--- src/digipot_pkg.sv ---
// Constants and carrier types for the dual digital potentiometer serial slave.
// Assumes one 20 MHz system clock; bus pins arrive asynchronously.
//
// Summary of operation
// - First byte is address plus direction bit.
// - Fixed address or two strapped address bits.
// - Matching address is acknowledged on ninth clock.
// - Mismatch leaves data line undriven until done.
// - Direction high reads, low writes.
// - Byte after write address is the instruction.
// - Instruction MSB selects channel one or two.
// - Shutdown bit opens top, wiper to bottom.
// - Shutdown keeps codes; release reapplies them.
// - Codes still written during shutdown.
// - Six low instruction bits are ignored.
// - Data byte MSB first, acknowledged, stored.
// - Code decodes to one of 256 taps.
// - Power-on presets both codes to midscale.
// - Read returns last selected channel's code.
// - Further write data bytes update code again.
package digipot_pkg;

    localparam int CODE_W = 8;
    localparam int TAP_N = 256;
    localparam logic [CODE_W-1:0] MIDSCALE_CODE = 8'h80;
    // Upper five address bits are common to both variants
    localparam logic [4:0] ADDR_FIXED_HI = 5'h0b;
    localparam logic [1:0] ADDR_FIXED_LO = 2'h3;
    localparam int INSTR_CHAN_BIT = 7;
    localparam int INSTR_SD_BIT = 6;
    localparam logic [3:0] LAST_BIT = 4'h7;
    localparam logic [3:0] ACK_BIT = 4'h8;

    typedef enum logic [2:0] {
        ST_IDLE,
        ST_ADDR,
        ST_INSTR,
        ST_DATA,
        ST_READ,
        ST_IGNORE
    } bus_state_t;

    // Analog switch control for one channel
    typedef struct packed {
        logic top_open;
        logic wiper_to_bottom;
        logic [TAP_N-1:0] tap_onehot;
    } channel_drive_t;

endpackage

--- src/dual_digipot_i2c_slave.sv ---
// Serial slave, two wiper code latches and their tap decoders.
// Assumes open-drain data line resolved outside; scl_i and sda_i are raw pins.
`timescale 1ns/1ns
module dual_digipot_i2c_slave (
    // Clock and reset
    input wire logic clk_sys_i,
    input wire logic sys_rst_i,
    // Variant and strap pins
    input wire logic fixed_addr_variant_i,
    input wire logic strap_addr_bit_low_i,
    input wire logic strap_addr_bit_high_i,
    // Two-wire bus
    input wire logic scl_i,
    input wire logic sda_i,
    output logic sda_o,
    output logic sda_oe_o,
    // Resistor controls and status
    output digipot_pkg::channel_drive_t chan1_drive_o,
    output digipot_pkg::channel_drive_t chan2_drive_o,
    output logic [digipot_pkg::CODE_W-1:0] chan1_code_o,
    output logic [digipot_pkg::CODE_W-1:0] chan2_code_o,
    output logic shutdown_flag_o,
    output logic channel_select_bit_o
);

    // ==========================================================
    // Functions
    function automatic logic [digipot_pkg::TAP_N-1:0] tap_decode(
        input logic [digipot_pkg::CODE_W-1:0] code
    );
        logic [digipot_pkg::TAP_N-1:0] taps;
        taps = '0;
        taps[code] = 1'b1;
        return taps;
    endfunction

    function automatic digipot_pkg::channel_drive_t drive_of(
        input logic [digipot_pkg::CODE_W-1:0] code,
        input logic sd
    );
        digipot_pkg::channel_drive_t d;
        d.top_open = sd;
        d.wiper_to_bottom = sd;
        // Tap follows the stored code again once shutdown clears
        d.tap_onehot = sd ? '0 : tap_decode(code);
        return d;
    endfunction

    // ==========================================================
    // Pin synchronisers: three stages, change taken when stages two and three agree
    logic [2:0] scl_sync, sda_sync, next_scl_sync, next_sda_sync;
    logic scl_f, sda_f, next_scl_f, next_sda_f;
    // Address choice pins: bit 2 variant, bits 1..0 straps; filtered bit by bit
    logic [2:0] strap_pins, strap_s1, strap_s2, strap_s3, strap_f, next_strap_f;

    assign strap_pins = {fixed_addr_variant_i, strap_addr_bit_high_i, strap_addr_bit_low_i};

    always_comb begin
        next_scl_sync = {scl_sync[1:0], scl_i};
        next_sda_sync = {sda_sync[1:0], sda_i};
        next_scl_f = (scl_sync[2] == scl_sync[1]) ? scl_sync[2] : scl_f;
        next_sda_f = (sda_sync[2] == sda_sync[1]) ? sda_sync[2] : sda_f;
        next_strap_f = (strap_s3 & ~(strap_s3 ^ strap_s2)) | (strap_f & (strap_s3 ^ strap_s2));
    end

    always_ff @(posedge clk_sys_i) begin
        if (sys_rst_i) begin
            scl_sync <= 3'h7;
            sda_sync <= 3'h7;
            scl_f <= 1'b1;
            sda_f <= 1'b1;
            strap_s1 <= '0;
            strap_s2 <= '0;
            strap_s3 <= '0;
            strap_f <= '0;
        end else begin
            scl_sync <= next_scl_sync;
            sda_sync <= next_sda_sync;
            scl_f <= next_scl_f;
            sda_f <= next_sda_f;
            strap_s1 <= strap_pins;
            strap_s2 <= strap_s1;
            strap_s3 <= strap_s2;
            strap_f <= next_strap_f;
        end
    end

    // ==========================================================
    // Bus events
    logic scl_q, sda_q;
    logic scl_rise, scl_fall, start_ev, stop_ev;

    always_ff @(posedge clk_sys_i) begin
        if (sys_rst_i) begin
            scl_q <= 1'b1;
            sda_q <= 1'b1;
        end else begin
            scl_q <= scl_f;
            sda_q <= sda_f;
        end
    end

    assign scl_rise = scl_f && !scl_q;
    assign scl_fall = !scl_f && scl_q;
    assign start_ev = scl_f && scl_q && sda_q && !sda_f;
    assign stop_ev = scl_f && scl_q && !sda_q && sda_f;

    // ==========================================================
    // Own address, from the filtered strap levels
    logic [6:0] own_addr;
    always_comb begin
        own_addr = {digipot_pkg::ADDR_FIXED_HI, digipot_pkg::ADDR_FIXED_LO};
        if (!strap_f[2]) begin
            own_addr[1:0] = strap_f[1:0];
        end
    end

    // ==========================================================
    // Protocol engine
    digipot_pkg::bus_state_t state, next_state;
    logic [3:0] bit_cnt, next_bit_cnt;
    logic [7:0] shreg, next_shreg;
    logic ack_drive, next_ack_drive;
    logic tx_drive, next_tx_drive;
    logic [digipot_pkg::CODE_W-1:0] code1, code2, next_code1, next_code2;
    logic chan_sel, next_chan_sel, sd_flag, next_sd_flag;
    logic sent_bit, next_sent_bit;
    logic read_go, next_read_go;

    always_comb begin
        next_state = state;
        next_bit_cnt = bit_cnt;
        next_shreg = shreg;
        next_ack_drive = ack_drive;
        next_tx_drive = tx_drive;
        next_code1 = code1;
        next_code2 = code2;
        next_chan_sel = chan_sel;
        next_sd_flag = sd_flag;
        next_sent_bit = sent_bit;
        next_read_go = read_go;
        if (start_ev) begin
            next_state = digipot_pkg::ST_ADDR;
            // The clock fall that closes the start wraps this to bit zero
            next_bit_cnt = '1;
            next_ack_drive = 1'b0;
            next_tx_drive = 1'b0;
        end else if (stop_ev) begin
            next_state = digipot_pkg::ST_IDLE;
            next_ack_drive = 1'b0;
            next_tx_drive = 1'b0;
        end else begin
            case (state)
                digipot_pkg::ST_IDLE, digipot_pkg::ST_IGNORE: begin
                    next_ack_drive = 1'b0;
                    next_tx_drive = 1'b0;
                end
                digipot_pkg::ST_ADDR, digipot_pkg::ST_INSTR, digipot_pkg::ST_DATA: begin
                    if (scl_rise && bit_cnt <= digipot_pkg::LAST_BIT) begin
                        next_shreg = {shreg[6:0], sda_f};
                    end
                    if (scl_fall) begin
                        if (bit_cnt == digipot_pkg::LAST_BIT) begin
                            next_bit_cnt = digipot_pkg::ACK_BIT;
                            if (state == digipot_pkg::ST_ADDR) begin
                                if (shreg[7:1] == own_addr) begin
                                    next_ack_drive = 1'b1;
                                end else begin
                                    next_state = digipot_pkg::ST_IGNORE;
                                end
                            end else begin
                                next_ack_drive = 1'b1;
                                if (state == digipot_pkg::ST_INSTR) begin
                                    next_chan_sel = shreg[digipot_pkg::INSTR_CHAN_BIT];
                                    next_sd_flag = shreg[digipot_pkg::INSTR_SD_BIT];
                                end else if (!chan_sel) begin
                                    next_code1 = shreg;
                                end else begin
                                    next_code2 = shreg;
                                end
                            end
                        end else if (bit_cnt == digipot_pkg::ACK_BIT) begin
                            next_ack_drive = 1'b0;
                            next_bit_cnt = '0;
                            if (state == digipot_pkg::ST_ADDR) begin
                                // Direction bit sits in the low bit of the address byte
                                if (shreg[0]) begin
                                    next_state = digipot_pkg::ST_READ;
                                    next_shreg = chan_sel ? code2 : code1;
                                    next_read_go = 1'b1;
                                end else begin
                                    next_state = digipot_pkg::ST_INSTR;
                                end
                            end else begin
                                next_state = digipot_pkg::ST_DATA;
                            end
                        end else begin
                            next_bit_cnt = bit_cnt + 4'h1;
                        end
                    end
                end
                digipot_pkg::ST_READ: begin
                    // Bits 0..7 go out, count 8 samples the master's acknowledge
                    if (read_go) begin
                        next_tx_drive = !shreg[7];
                        next_sent_bit = shreg[7];
                        next_shreg = {shreg[6:0], 1'b0};
                        next_read_go = 1'b0;
                    end else if (scl_fall) begin
                        if (bit_cnt == digipot_pkg::LAST_BIT) begin
                            next_tx_drive = 1'b0;
                            next_bit_cnt = digipot_pkg::ACK_BIT;
                        end else if (bit_cnt == digipot_pkg::ACK_BIT) begin
                            next_bit_cnt = '0;
                            next_shreg = chan_sel ? code2 : code1;
                            next_read_go = 1'b1;
                        end else begin
                            next_bit_cnt = bit_cnt + 4'h1;
                            next_tx_drive = !shreg[7];
                            next_sent_bit = shreg[7];
                            next_shreg = {shreg[6:0], 1'b0};
                        end
                    end else if (scl_rise && bit_cnt == digipot_pkg::ACK_BIT && sda_f) begin
                        // No acknowledge: stay off the line until stop or start
                        next_state = digipot_pkg::ST_IGNORE;
                    end
                end
                default: begin
                    next_state = digipot_pkg::ST_IDLE;
                end
            endcase
        end
    end

    always_ff @(posedge clk_sys_i) begin
        if (sys_rst_i) begin
            state <= digipot_pkg::ST_IDLE;
            bit_cnt <= '0;
            shreg <= '0;
            ack_drive <= 1'b0;
            tx_drive <= 1'b0;
            code1 <= digipot_pkg::MIDSCALE_CODE;
            code2 <= digipot_pkg::MIDSCALE_CODE;
            chan_sel <= 1'b0;
            sd_flag <= 1'b0;
            sent_bit <= 1'b1;
            read_go <= 1'b0;
        end else begin
            state <= next_state;
            bit_cnt <= next_bit_cnt;
            shreg <= next_shreg;
            ack_drive <= next_ack_drive;
            tx_drive <= next_tx_drive;
            code1 <= next_code1;
            code2 <= next_code2;
            chan_sel <= next_chan_sel;
            sd_flag <= next_sd_flag;
            sent_bit <= next_sent_bit;
            read_go <= next_read_go;
        end
    end

    // ==========================================================
    // Outputs
    assign sda_o = 1'b0;
    assign sda_oe_o = ack_drive || tx_drive;
    assign chan1_code_o = code1;
    assign chan2_code_o = code2;
    assign shutdown_flag_o = sd_flag;
    assign channel_select_bit_o = chan_sel;

    always_ff @(posedge clk_sys_i) begin
        if (sys_rst_i) begin
            chan1_drive_o <= drive_of(digipot_pkg::MIDSCALE_CODE, 1'b0);
            chan2_drive_o <= drive_of(digipot_pkg::MIDSCALE_CODE, 1'b0);
        end else begin
            chan1_drive_o <= drive_of(code1, sd_flag);
            chan2_drive_o <= drive_of(code2, sd_flag);
        end
    end

endmodule
--- config.mk ---
export PLATFORM = sky130hd
export DESIGN_NAME = dual_digipot_i2c_slave
export DESIGN_NICKNAME = d
export VERILOG_FILES = /design/src/digipot_pkg.sv /design/src/dual_digipot_i2c_slave.sv
export SDC_FILE = /design/constraint.sdc
export NUM_CORES = 1
export LEC_CHECK = 0
export ABC_AREA = 1
export BUFFER_PORTS_ARGS = -buffer_cell sky130_fd_sc_hd__buf_2
export CAP_MARGIN = 10
export CORE_AREA = 2 2 212 214
export CTS_CLUSTER_DIAMETER = 80
export DETAILED_ROUTE_END_ITERATION = 12
export DIE_AREA = 0 0 214 216
export GPL_ROUTABILITY_DRIVEN = 0
export HOLD_SLACK_MARGIN = 0.02
export MAX_ROUTING_LAYER = met4
export SLEW_MARGIN = 20
export SYNTH_ARGS = -nofsm -noshare
export SYNTH_HDL_FRONTEND = slang
export SYNTH_SLANG_ARGS = --single-unit
--- constraint.sdc ---
create_clock -name clk_sys_i -period 2.49 [get_ports clk_sys_i]
set_clock_uncertainty 0.2 [all_clocks]
set_input_delay 0.747 -clock clk_sys_i [delete_from_list [all_inputs] [get_ports clk_sys_i]]
set_output_delay 0.747 -clock clk_sys_i [all_outputs]
set_load 0.005 [all_outputs]
======== Word-level counts from Yosys, hierarchy flattened ========
Index checks and enable logic that the tools add are counted.
word-level totals
  register bits ........................... 571
  input port bits ......................... 7
  output and inout port bits .............. 536
cells by class
  $add $sub $neg .......................... 1
  magnitude comparators ................... 5
  eq/ne operators ......................... 35
  multiplexer cells ....................... 60
  bitwise operators ....................... 11
  reductions and logical operators ........ 37
operator list
  operator                                                                      count
  129-bit two-way mux                                                           2
  8-bit two-way mux                                                             11
  8-bit AND reduction                                                           5
  3-bit two-way mux                                                             10
  4-bit two-way mux                                                             6
  4-bit inequality test, second input constant                                  6
  1-bit two-way mux                                                             22
  3-bit inequality test, second input constant                                  7
  8-bit by 9-bit less-than comparator with 1-bit output, second input constant  2
  2-bit inequality test, second input constant                                  9
  1-bit demux with 8-bit select                                                 2
  8-bit by 1-bit >= comparator with 1-bit output, second input constant         2
  8-bit case mux with 2 select lines                                            1
  5-bit inequality test, second input constant                                  3
  1-bit logical AND                                                             12
  3-bit case mux with 3 select lines                                            1
  4-bit case mux with 2 select lines                                            1
  7-bit by 6-bit == test with 1-bit output                                      1
  7-bit AND reduction                                                           1
  3-bit AND                                                                     2
  3-bit by 2-bit == test with 1-bit output, second input constant               2
  3-bit == test, second input constant                                          2
  1-bit inverter                                                                6
  1-bit case mux with 2 select lines                                            3
  other kinds (20)                                                              30

======== Depth between registers and ports, before layout ========
Gate-level depths: netlist of the first run.
  depth in word-level cells ............... 10
  depth in mapped cells ................... 12
  depth with buffers taken out ............ 12

======== Worst setup path before layout of the first run ========
No wires, ideal clock.
  kind .................................... in2reg
  start ................................... input port sys_rst_i
  end ..................................... register chan1_drive_o[109] (netlist bit)
  setup time .............................. 0.065 ns
  arrival time ............................ 1.756 ns
  required time ........................... 2.225 ns
  setup slack ............................. 0.469 ns
  stages .................................. 7
  buffers on the path ..................... 2
  cells stage by stage .................... buf_2 > nor2_1 > inv_2 > nor3_2 > nand3_1 > buf_2 > nor2_1
between the ends
  cells in the longest elaborated chain, start to end .. 1
ends and longest elaborated chain
  what                          RTL line                       RTL
  from (decl)                   dual_digipot_i2c_slave.sv:7    input wire logic sys_rst_i,
  2-bit OR reduction (no line)  --
  to (signal assigned)          dual_digipot_i2c_slave.sv:274  chan1_drive_o <= drive_of(digipot_pkg::MIDSCALE_CODE, 1'b0);
  to (signal assigned)          dual_digipot_i2c_slave.sv:277  chan1_drive_o <= drive_of(code1, sd_flag);
  to (decl)                     dual_digipot_i2c_slave.sv:18   output digipot_pkg::channel_drive_t chan1_drive_o,
No other way between the ends.
A chain may end at the register's enable or synchronous reset.

======== Final worst setup path of the first run ========
  start ................................... register code2 (netlist bit chan2_code_o[2])
  end ..................................... output port chan2_code_o[2] (netlist bit)
RTL lines
  what                    RTL line                       RTL
  from (decl)             dual_digipot_i2c_slave.sv:125  logic [digipot_pkg::CODE_W-1:0] code1, code2, next_code1, next_code2;
  from (signal assigned)  dual_digipot_i2c_slave.sv:243  code2 <= digipot_pkg::MIDSCALE_CODE;
  from (signal assigned)  dual_digipot_i2c_slave.sv:255  code2 <= next_code2;
  to (decl)               dual_digipot_i2c_slave.sv:21   output logic [digipot_pkg::CODE_W-1:0] chan2_code_o,
No word-level cell between the ends.

==> impl_metrics.toml, run 1 <==
[run_status]
status = "finished, final reports clean"

[timing]
tns_ps = 0
setup_viol = 0
finalCritPeriodShare_pct = 91.6
max_freq_mhz = 438
max_slew_margin_pct = 43.8
maxSlewViolCount = 0
hold_viol = 0
rsz0062_at_grt = "false"
timing.final.ws_setup_ps = 208
period_needed_ps = 2280
tightest_slew_ps = 841

[clocking]
root_buffer = "clkbuf_16"
cts_buffers = 56
clockBufferDepth = 3
path_clk_slew_ps = 60
cts_setup_buffers = 0
holdBufCountCts = 0
cts_resized = 0
cts.sinks = 571
cts_tree = "done"
htree_num_levels = 2
clock_latency_ps = 590

[synth]
synth_xor_area_share_pct = 0
synth_area_leaders = "dfxtp_1, nor2_1, nand2_1"
synth_compound_area_share_pct = 3.28
postSynthAreaPerCell_um2 = 9.74
synth.largest_area_cell = "dfxtp_1"
synth-seq-area-share_pct = 72.2
yosys.area_share.adder_pct = 0.158
synth_mux_area_share_pct = 0
ys_warn_count = 0
synth_cell_type_count = 31
ys_seq_elements = 571
synth_top_family_by_area = "simple AND/OR/NAND/NOR gates"
synth_fp_nets = 1635
syn_area_um2 = 15800
yosysTopAreaCellShare_pct = 72.2
syn_inst = 1626
yosys.area_share.simple_pct = 20.4

[power]
p_int_mw = 14.4
switching_share_pct = 22.4
clockPowerShare_pct = 46.1
leakage_nw = 10.1
power_density_nw_per_um2 = 875
seq_power_share_pct = 50.0
ir_drop_mv = 0.540
combPwrFrac_pct = 3.8
power.switching_mw = 4.15

[critical_path]
path_delay_family = "flip-flops"
crit_path_top_delay_cell = "dfxtp_1"
crit_path_start_kind = "flip-flop"
critical_path_class = "reg -> out"
crit_fanout = 5
critical_path_arrival_ps = 1330
worstPathCellList = "buf_2"
path_buf_inv = 1
crit_required_ps = 1540
critPathCaptureType = "output port"
cpPeakStageDelay_ps = 550

[grt]
grt_overflow = 0
grt_pass1_vias = 12027
grt_max_degree = 29
antenna_found_initial = 0
grt_pass1_wl_um = 79000
grtUsageTotal_pct = 23.4

[layout]
diodes = 0
area_growth_pct = 34.0
stdcell_area_um2 = 21200
final_layout_size_suffix_gt1_share_pct = 32.0
fin_nets = 2205

[routing]
dr.pass1.iters = 5
vias = 12845
wl_per_cell_um = 19.4
drc = 0
dr.first_iter.drc_count = 978
wirelength_um = 54800
routed_via_density = 4.54
detail-route-antenna-nets = 0

[floorplan]
die_height_um = 216
rows = 77
start_util_pct = 36.1
core_um2 = 43800
dieArea_um2 = 46200
io_pins = 543
die_w_um = 214

[placement]
dp_slack_ps = 128
post_dp_cell_area_um2 = 19300
io_buffers = 541
hpwl_um = 40100

[run]
cap_violations = 0

[worst_hold_path]
hp-class = "in -> reg"
stage by stage:
stage	hold WS [ps]	util [%]	std cells	power (mW)
floorplan	188	-	1626	10.0
global placement	193	44.1	2730	10.2
detailed placement	198	44.1	2730	10.2
CTS	100	48.4	2831	18.7
global route	115	48.4	2831	19.2
finish	133	48.4	2831	18.6
flip-flops by register name (all words and copies together), names as in the netlist, named ones only:
| register | cells |
|---|---|
| shutdown_flag_o | 1 |
| shreg | 8 |
| state | 3 |
| chan1_code_o | 8 |
| chan2_drive_o | 257 |
| strap_s1 | 3 |
| tx_drive | 1 |
| channel_select_bit_o | 1 |
| sda_sync | 3 |
| strap_s2 | 3 |
| sda_q | 1 |
| strap_s3 | 3 |
| scl_f | 1 |
| chan1_drive_o | 256 |
| ack_drive | 1 |
| sda_f | 1 |
| chan2_code_o | 8 |
| bit_cnt | 4 |
| scl_q | 1 |
| read_go | 1 |
| scl_sync | 3 |
worst paths after layout:
kind                                 from                           end  slack, ps  cells after the start
max          chan2_code_o[2]$_SDFFE_PP0P_               chan2_code_o[2]        210                      1
min                                 sda_i        sda_sync[0]$_SDFF_PP1_        130                      2
max reg2reg       bit_cnt[0]$_SDFFE_PP0P_  chan1_code_o[2]$_SDFFE_PP0P_        390                      8
min reg2reg        strap_s1[1]$_SDFF_PP0_        strap_s2[1]$_SDFF_PP0_        210                      2
cell families (layout without fill, tap and decap cells):
kind of cell / count (synthesis) / count (layout)
adders and majority gates: 2 / 2
buffers and inverters: 147 / 760
AOI/OAI and AO/OA: 96 / 96
DFF: 571 / 571
and+or+nand+nor: 809 / 809
other: 1 / 1
final cells by class:
class | instances | area (µm²)
multi-input combinational | 908 | 3780
sequential | 571 | 11400
fill | 4114 | 22600
tap | 592 | 741
inverter | 66 | 248
clock inverter | 29 | 330
clock buffer | 72 | 1550
timing repair buffer | 593 | 3140
cell usage after synthesis:
cell	number
buf_4	4
or2_2	7
nor3_1	2
o21a_1	7
nand3_2	1
nand3_1	41
conb_1	1
clkinv_1	1
buf_2	36
dfxtp_1	571
nand3b_1	4
inv_1	63
and2_1	1
nor3_4	1
nor3_2	8
nand2_1	158
a21oi_1	44
o211ai_1	4
o21ai_0	36
clkbuf_1	39
buf_6	2
nand4_2	1
nor2_1	574
ha_1	2
nor2_2	5
a211oi_1	2
a21oi_2	1
nand4_1	2
nand2_2	4
a31oi_1	2
inv_2	2
power by group through the flow:
stage	registers (mW)	clock network, mW	logic, mW
after floorplan	9.47	0	0.556
after global placement	9.49	0	0.688
after detailed placement	9.50	0	0.704
after CTS	9.29	8.69	0.706
after global routing	9.30	9.05	0.815
final	9.30	8.57	0.709
routing by layer:
layer	vias up	GRT usage, %	part of all wire [%]
met4	0	6.76	2.6
met1	6103	26.3	39
met5	-	-	0
met3	92	5.71	7.1
li1	6121	-	-
met2	529	41.3	51
layout by cell type (no fill, tap or decap), types with 3 or more instances in the layout:
master,synthesis,final
a21oi_1,44,44
buf_12,0,3
buf_2,36,541
buf_4,4,49
bufinv_16,0,5
clkbuf_1,39,8
clkbuf_16,0,57
clkbuf_8,0,7
clkinv_2,0,10
clkinv_4,0,3
clkinvlp_4,0,5
dfxtp_1,571,571
inv_1,63,63
inv_6,0,4
nand2_1,158,158
nand2_2,4,4
nand3_1,41,41
nand3b_1,4,4
nor2_1,574,574
nor2_2,5,5
nor3_2,8,8
o211ai_1,4,4
o21a_1,7,7
o21ai_0,36,36
or2_2,7,7
Power figures use the tool's default switching activity.
==> run 2: changes to the inputs <==
- CORE_AREA: 2 2 212 214 -> 5 5 209 211
==> impl_metrics.toml, run 2 (synthesis results as in run 1) <==
[run_status]
status = "finished, final reports clean"

[critical_path]
crit_required_ps = 1540
critical_path_class = "reg -> out"
worstPathCellList = "buf_2"
critPathCaptureType = "output port"
crit_fanout = 5
path_delay_family = "flip-flops"
cpPeakStageDelay_ps = 530
critical_path_arrival_ps = 1300
path_buf_inv = 1
crit_path_start_kind = "flip-flop"
crit_path_top_delay_cell = "dfxtp_1"

[timing]
period_needed_ps = 2240
max_freq_mhz = 446
timing.final.ws_setup_ps = 247
finalCritPeriodShare_pct = 90.1
tns_ps = 0
setup_viol = 0
tightest_slew_ps = 847
rsz0062_at_grt = "false"
hold_viol = 0
hold-worst-slack_ps = 164
max_slew_margin_pct = 43.4
maxSlewViolCount = 0

[placement]
io_buffers = 541
hpwl_um = 41600
dp.cells = 2664
dp_slack_ps = 188

[layout]
largestRegisters = "chan2_drive_o: 257 flops, chan1_drive_o: 256 flops"
multi_input_area_um2 = 3780
layout_commonest_cell = "nor2_1"
final_cell_mix = "nor2_1, dfxtp_1, buf_2"
fin_cells = 2765
fillers = 3870
largest_register_ffs = 257
final_layout_size_suffix_gt1_share_pct = 31.4
area_growth_pct = 33.0
diodes = 0
regArea_um2 = 11400
fin_nets = 2191
top_register = "chan2_drive_o"

[worst_hold_path]
hp-class = "in -> reg"

[floorplan]
io_pins = 543
core_um2 = 41600
dieArea_um2 = 46200
die_w_um = 214
rows = 75
start_util_pct = 38.1
die_height_um = 216

[clocking]
cts_buffers = 55
holdBufCountCts = 0
htree_num_levels = 2
path_clk_slew_ps = 60
root_buffer = "clkbuf_16"
clock_latency_ps = 590
clockBufferDepth = 3
cts_setup_buffers = 0
cts_tree = "done"
cts_resized = 0
cts.sinks = 571

[grt]
grt_overflow = 0
grtUsageTotal_pct = 23.8
grt_pass1_wl_um = 82200
antenna_found_initial = 0
grt_max_degree = 33
grt_pass1_vias = 12352

[power]
power_mw = 18.6
leakage_nw = 10.0
power_density_nw_per_um2 = 885
ir_drop_mv = 0.578

[routing]
dr.first_iter.drc_count = 1170
detail-route-antenna-nets = 0
drc = 0
wirelength_um = 56300
vias = 12853
routed_via_density = 4.65
wl_per_cell_um = 20.4
dr.pass1.iters = 7

[run]
cap_violations = 0
==> run 2: cell count changes in the layout (fill, tap and decap cells not counted), moves of 2 or more <==
cell / before / now
clkbuf_1: 8 / 11
clkinv_4: 3 / 1
clkbuf_8: 7 / 11
clkinv_2: 10 / 8
clkbuf_16: 57 / 55
buf_4: 49 / 36
bufinv_16: 5 / 7
==> run 2: stage by stage <==
stage	instance area, µm²	utilization (%)
2_1_floorplan	15800	-
4_1_cts	21100	50.7
6_report	21100	50.7
3_3_place_gp	19200	46.1
3_5_place_dp	19200	46.1
5_1_grt	21100	50.7
==> run 2: layout make-up <==
class | instances | area share (%)
inverter | 66 | 1.18
multi-input combinational | 908 | 17.9
tap | 539 | 3.20
timing repair buffer | 580 | 14.4
clock inverter | 24 | 1.53
sequential | 571 | 54.3
clock buffer | 77 | 7.45
==> run 2: final timing paths <==
check                           slack [ps]  depth (start not counted)                         start                           end
worst max-delay path                   250                          1  chan2_code_o[2]$_SDFFE_PP0P_               chan2_code_o[2]
worst min-delay path                   160                          3         strap_addr_bit_high_i        strap_s1[1]$_SDFF_PP0_
worst max register to register         370                          8       bit_cnt[0]$_SDFFE_PP0P_  chan1_code_o[6]$_SDFFE_PP0P_
worst min register to register         200                          2        strap_s1[1]$_SDFF_PP0_        strap_s2[1]$_SDFF_PP0_
==> run 2: per-layer routing <==
metal | part of all wire, % | vias up | GRT usage [%]
met2 | 50 | 499 | 41.1
li1 | - | 6086 | -
met5 | 0 | - | -
met4 | 3.2 | 0 | 7.32
met1 | 40 | 6160 | 27.8
met3 | 6.4 | 108 | 5.52
==> run 2: where the power goes <==
part	switching, mW	total [mW]	internal (mW)
clock	3.50	8.63	5.13
sequential	0.0852	9.30	9.21
combinational	0.462	0.705	0.243
==> run 3: changes to the inputs <==
- CTS_CLUSTER_DIAMETER: 80 -> 40
- GPL_TIMING_DRIVEN: not set -> 0
==> impl_metrics.toml, run 3 (synthesis results as in run 1) <==
[critical_path]
critPathCaptureType = "output port"
critical_path_arrival_ps = 1290
path_delay_family = "flip-flops"
cpPeakStageDelay_ps = 510
worstPathCellList = "buf_2"
reg2reg_slack_ps = 290
crit_path_start_kind = "flip-flop"
crit_path_top_delay_cell = "dfxtp_1"
path_buf_inv = 1
critical_path_class = "reg -> out"
crit_required_ps = 1540
crit_fanout = 8

[grt]
grt_pass1_wl_um = 83000
grt_max_degree = 15
grtUsageTotal_pct = 24.0
grt_overflow = 0
grt_pass1_vias = 12693
antenna_found_initial = 0

[routing]
wirelength_um = 56100
dr.pass1.iters = 5
detail-route-antenna-nets = 0
vias = 13010
drc = 0
dr.first_iter.drc_count = 997
routed_via_density = 4.60
wl_per_cell_um = 19.9

[timing]
setup_viol = 0
max_slew_margin_pct = 60.2
maxSlewViolCount = 0
rsz0062_at_grt = "false"
finalCritPeriodShare_pct = 90.0
tightest_slew_ps = 597
hold_viol = 0
period_needed_ps = 2240
max_freq_mhz = 446
hold-worst-slack_ps = 152

[layout]
top_register = "chan2_drive_o"
diodes = 0
fin_nets = 2245
fin_cells = 2826
largest_register_ffs = 257
stdcell_area_um2 = 21500
largestRegisters = "chan2_drive_o: 257 flops, chan1_drive_o: 256 flops"
final_layout_size_suffix_gt1_share_pct = 31.6
layout_commonest_cell = "buf_2"
area_growth_pct = 36.0
final_cell_mix = "buf_2, nor2_1, dfxtp_1"

[floorplan]
core_um2 = 41600
die_height_um = 216
rows = 75
io_pins = 543
die_w_um = 214
start_util_pct = 38.1
dieArea_um2 = 46200

[clocking]
clock_latency_ps = 580
cts_resized = 0
cts_setup_buffers = 0
htree_num_levels = 3
clockBufferDepth = 3
holdBufCountCts = 0
cts_tree = "done"
root_buffer = "clkbuf_16"
path_clk_slew_ps = 60
cts_buffers = 68
cts.sinks = 571

[power]
switching_share_pct = 22.2
seq_power_share_pct = 46.2
power_density_nw_per_um2 = 934
power.switching_mw = 4.47
power_mw = 20.1
clockPowerShare_pct = 50.2
ir_drop_mv = 0.592
p_int_mw = 15.6
combPwrFrac_pct = 3.6
leakage_nw = 10.2

[run_status]
status = "finished, final reports clean"

[placement]
dp.cells = 2705
hpwl_um = 43300
post_dp_cell_area_um2 = 19200
io_buffers = 540

[worst_hold_path]
hp-class = "in -> reg"

[run]
cap_violations = 0
-- run 3: layer usage --
metal | GRT usage [%] | vias up | wire length, µm
met5 | - | - | 0
met4 | 7.92 | 0 | 1610
met3 | 5.47 | 97 | 3530
met2 | 41.2 | 478 | 28500
met1 | 28.2 | 6220 | 22400
li1 | - | 6215 | -
-- run 3: path summary, 6_finish.rpt --
check	from	to	depth (start not counted)
setup / recovery	chan1_code_o[3]$_SDFFE_PP0P_	chan1_code_o[3]	1
hold / removal	sda_i	sda_sync[0]$_SDFF_PP1_	2
hold reg to reg	strap_s1[1]$_SDFF_PP0_	strap_s2[1]$_SDFF_PP0_	2
setup reg to reg	bit_cnt[0]$_SDFFE_PP0P_	shreg[7]$_SDFFE_PP0P_	8
-- run 3: power by group through the flow --
stage / Combinational, mW / Clock [mW] / Sequential [mW]
final: 0.721 / 10.1 / 9.30
after detailed placement: 0.715 / 0 / 9.50
after global placement: 0.712 / 0 / 9.49
after CTS: 0.718 / 10.2 / 9.30
after floorplan: 0.556 / 0 / 9.47
after global routing: 0.825 / 10.7 / 9.30
-- run 3: cell type report --
type / count / area, µm²
Tap cell: 539 / 674
Timing Repair Buffer: 540 / 2700
Clock inverter: 34 / 444
Clock buffer: 87 / 1890
Buffer: 81 / 379
Multi-Input combinational cell: 908 / 3780
Fill cell: 3826 / 20000
Sequential cell: 571 / 11400
Inverter: 66 / 248
-- run 3: through the flow --
| step | setup slack (ps) | util [%] | setup TNS [ps] |
|---|---|---|---|
| after CTS | 211 | 51.8 | 0 |
| final | 248 | 51.8 | 0 |
| after detailed placement | -120 | 46.2 | -3220 |
| after floorplan | 469 | - | 0 |
| after global routing | 73.7 | 51.8 | 0 |
| after global placement | -103 | 46.2 | -1640 |
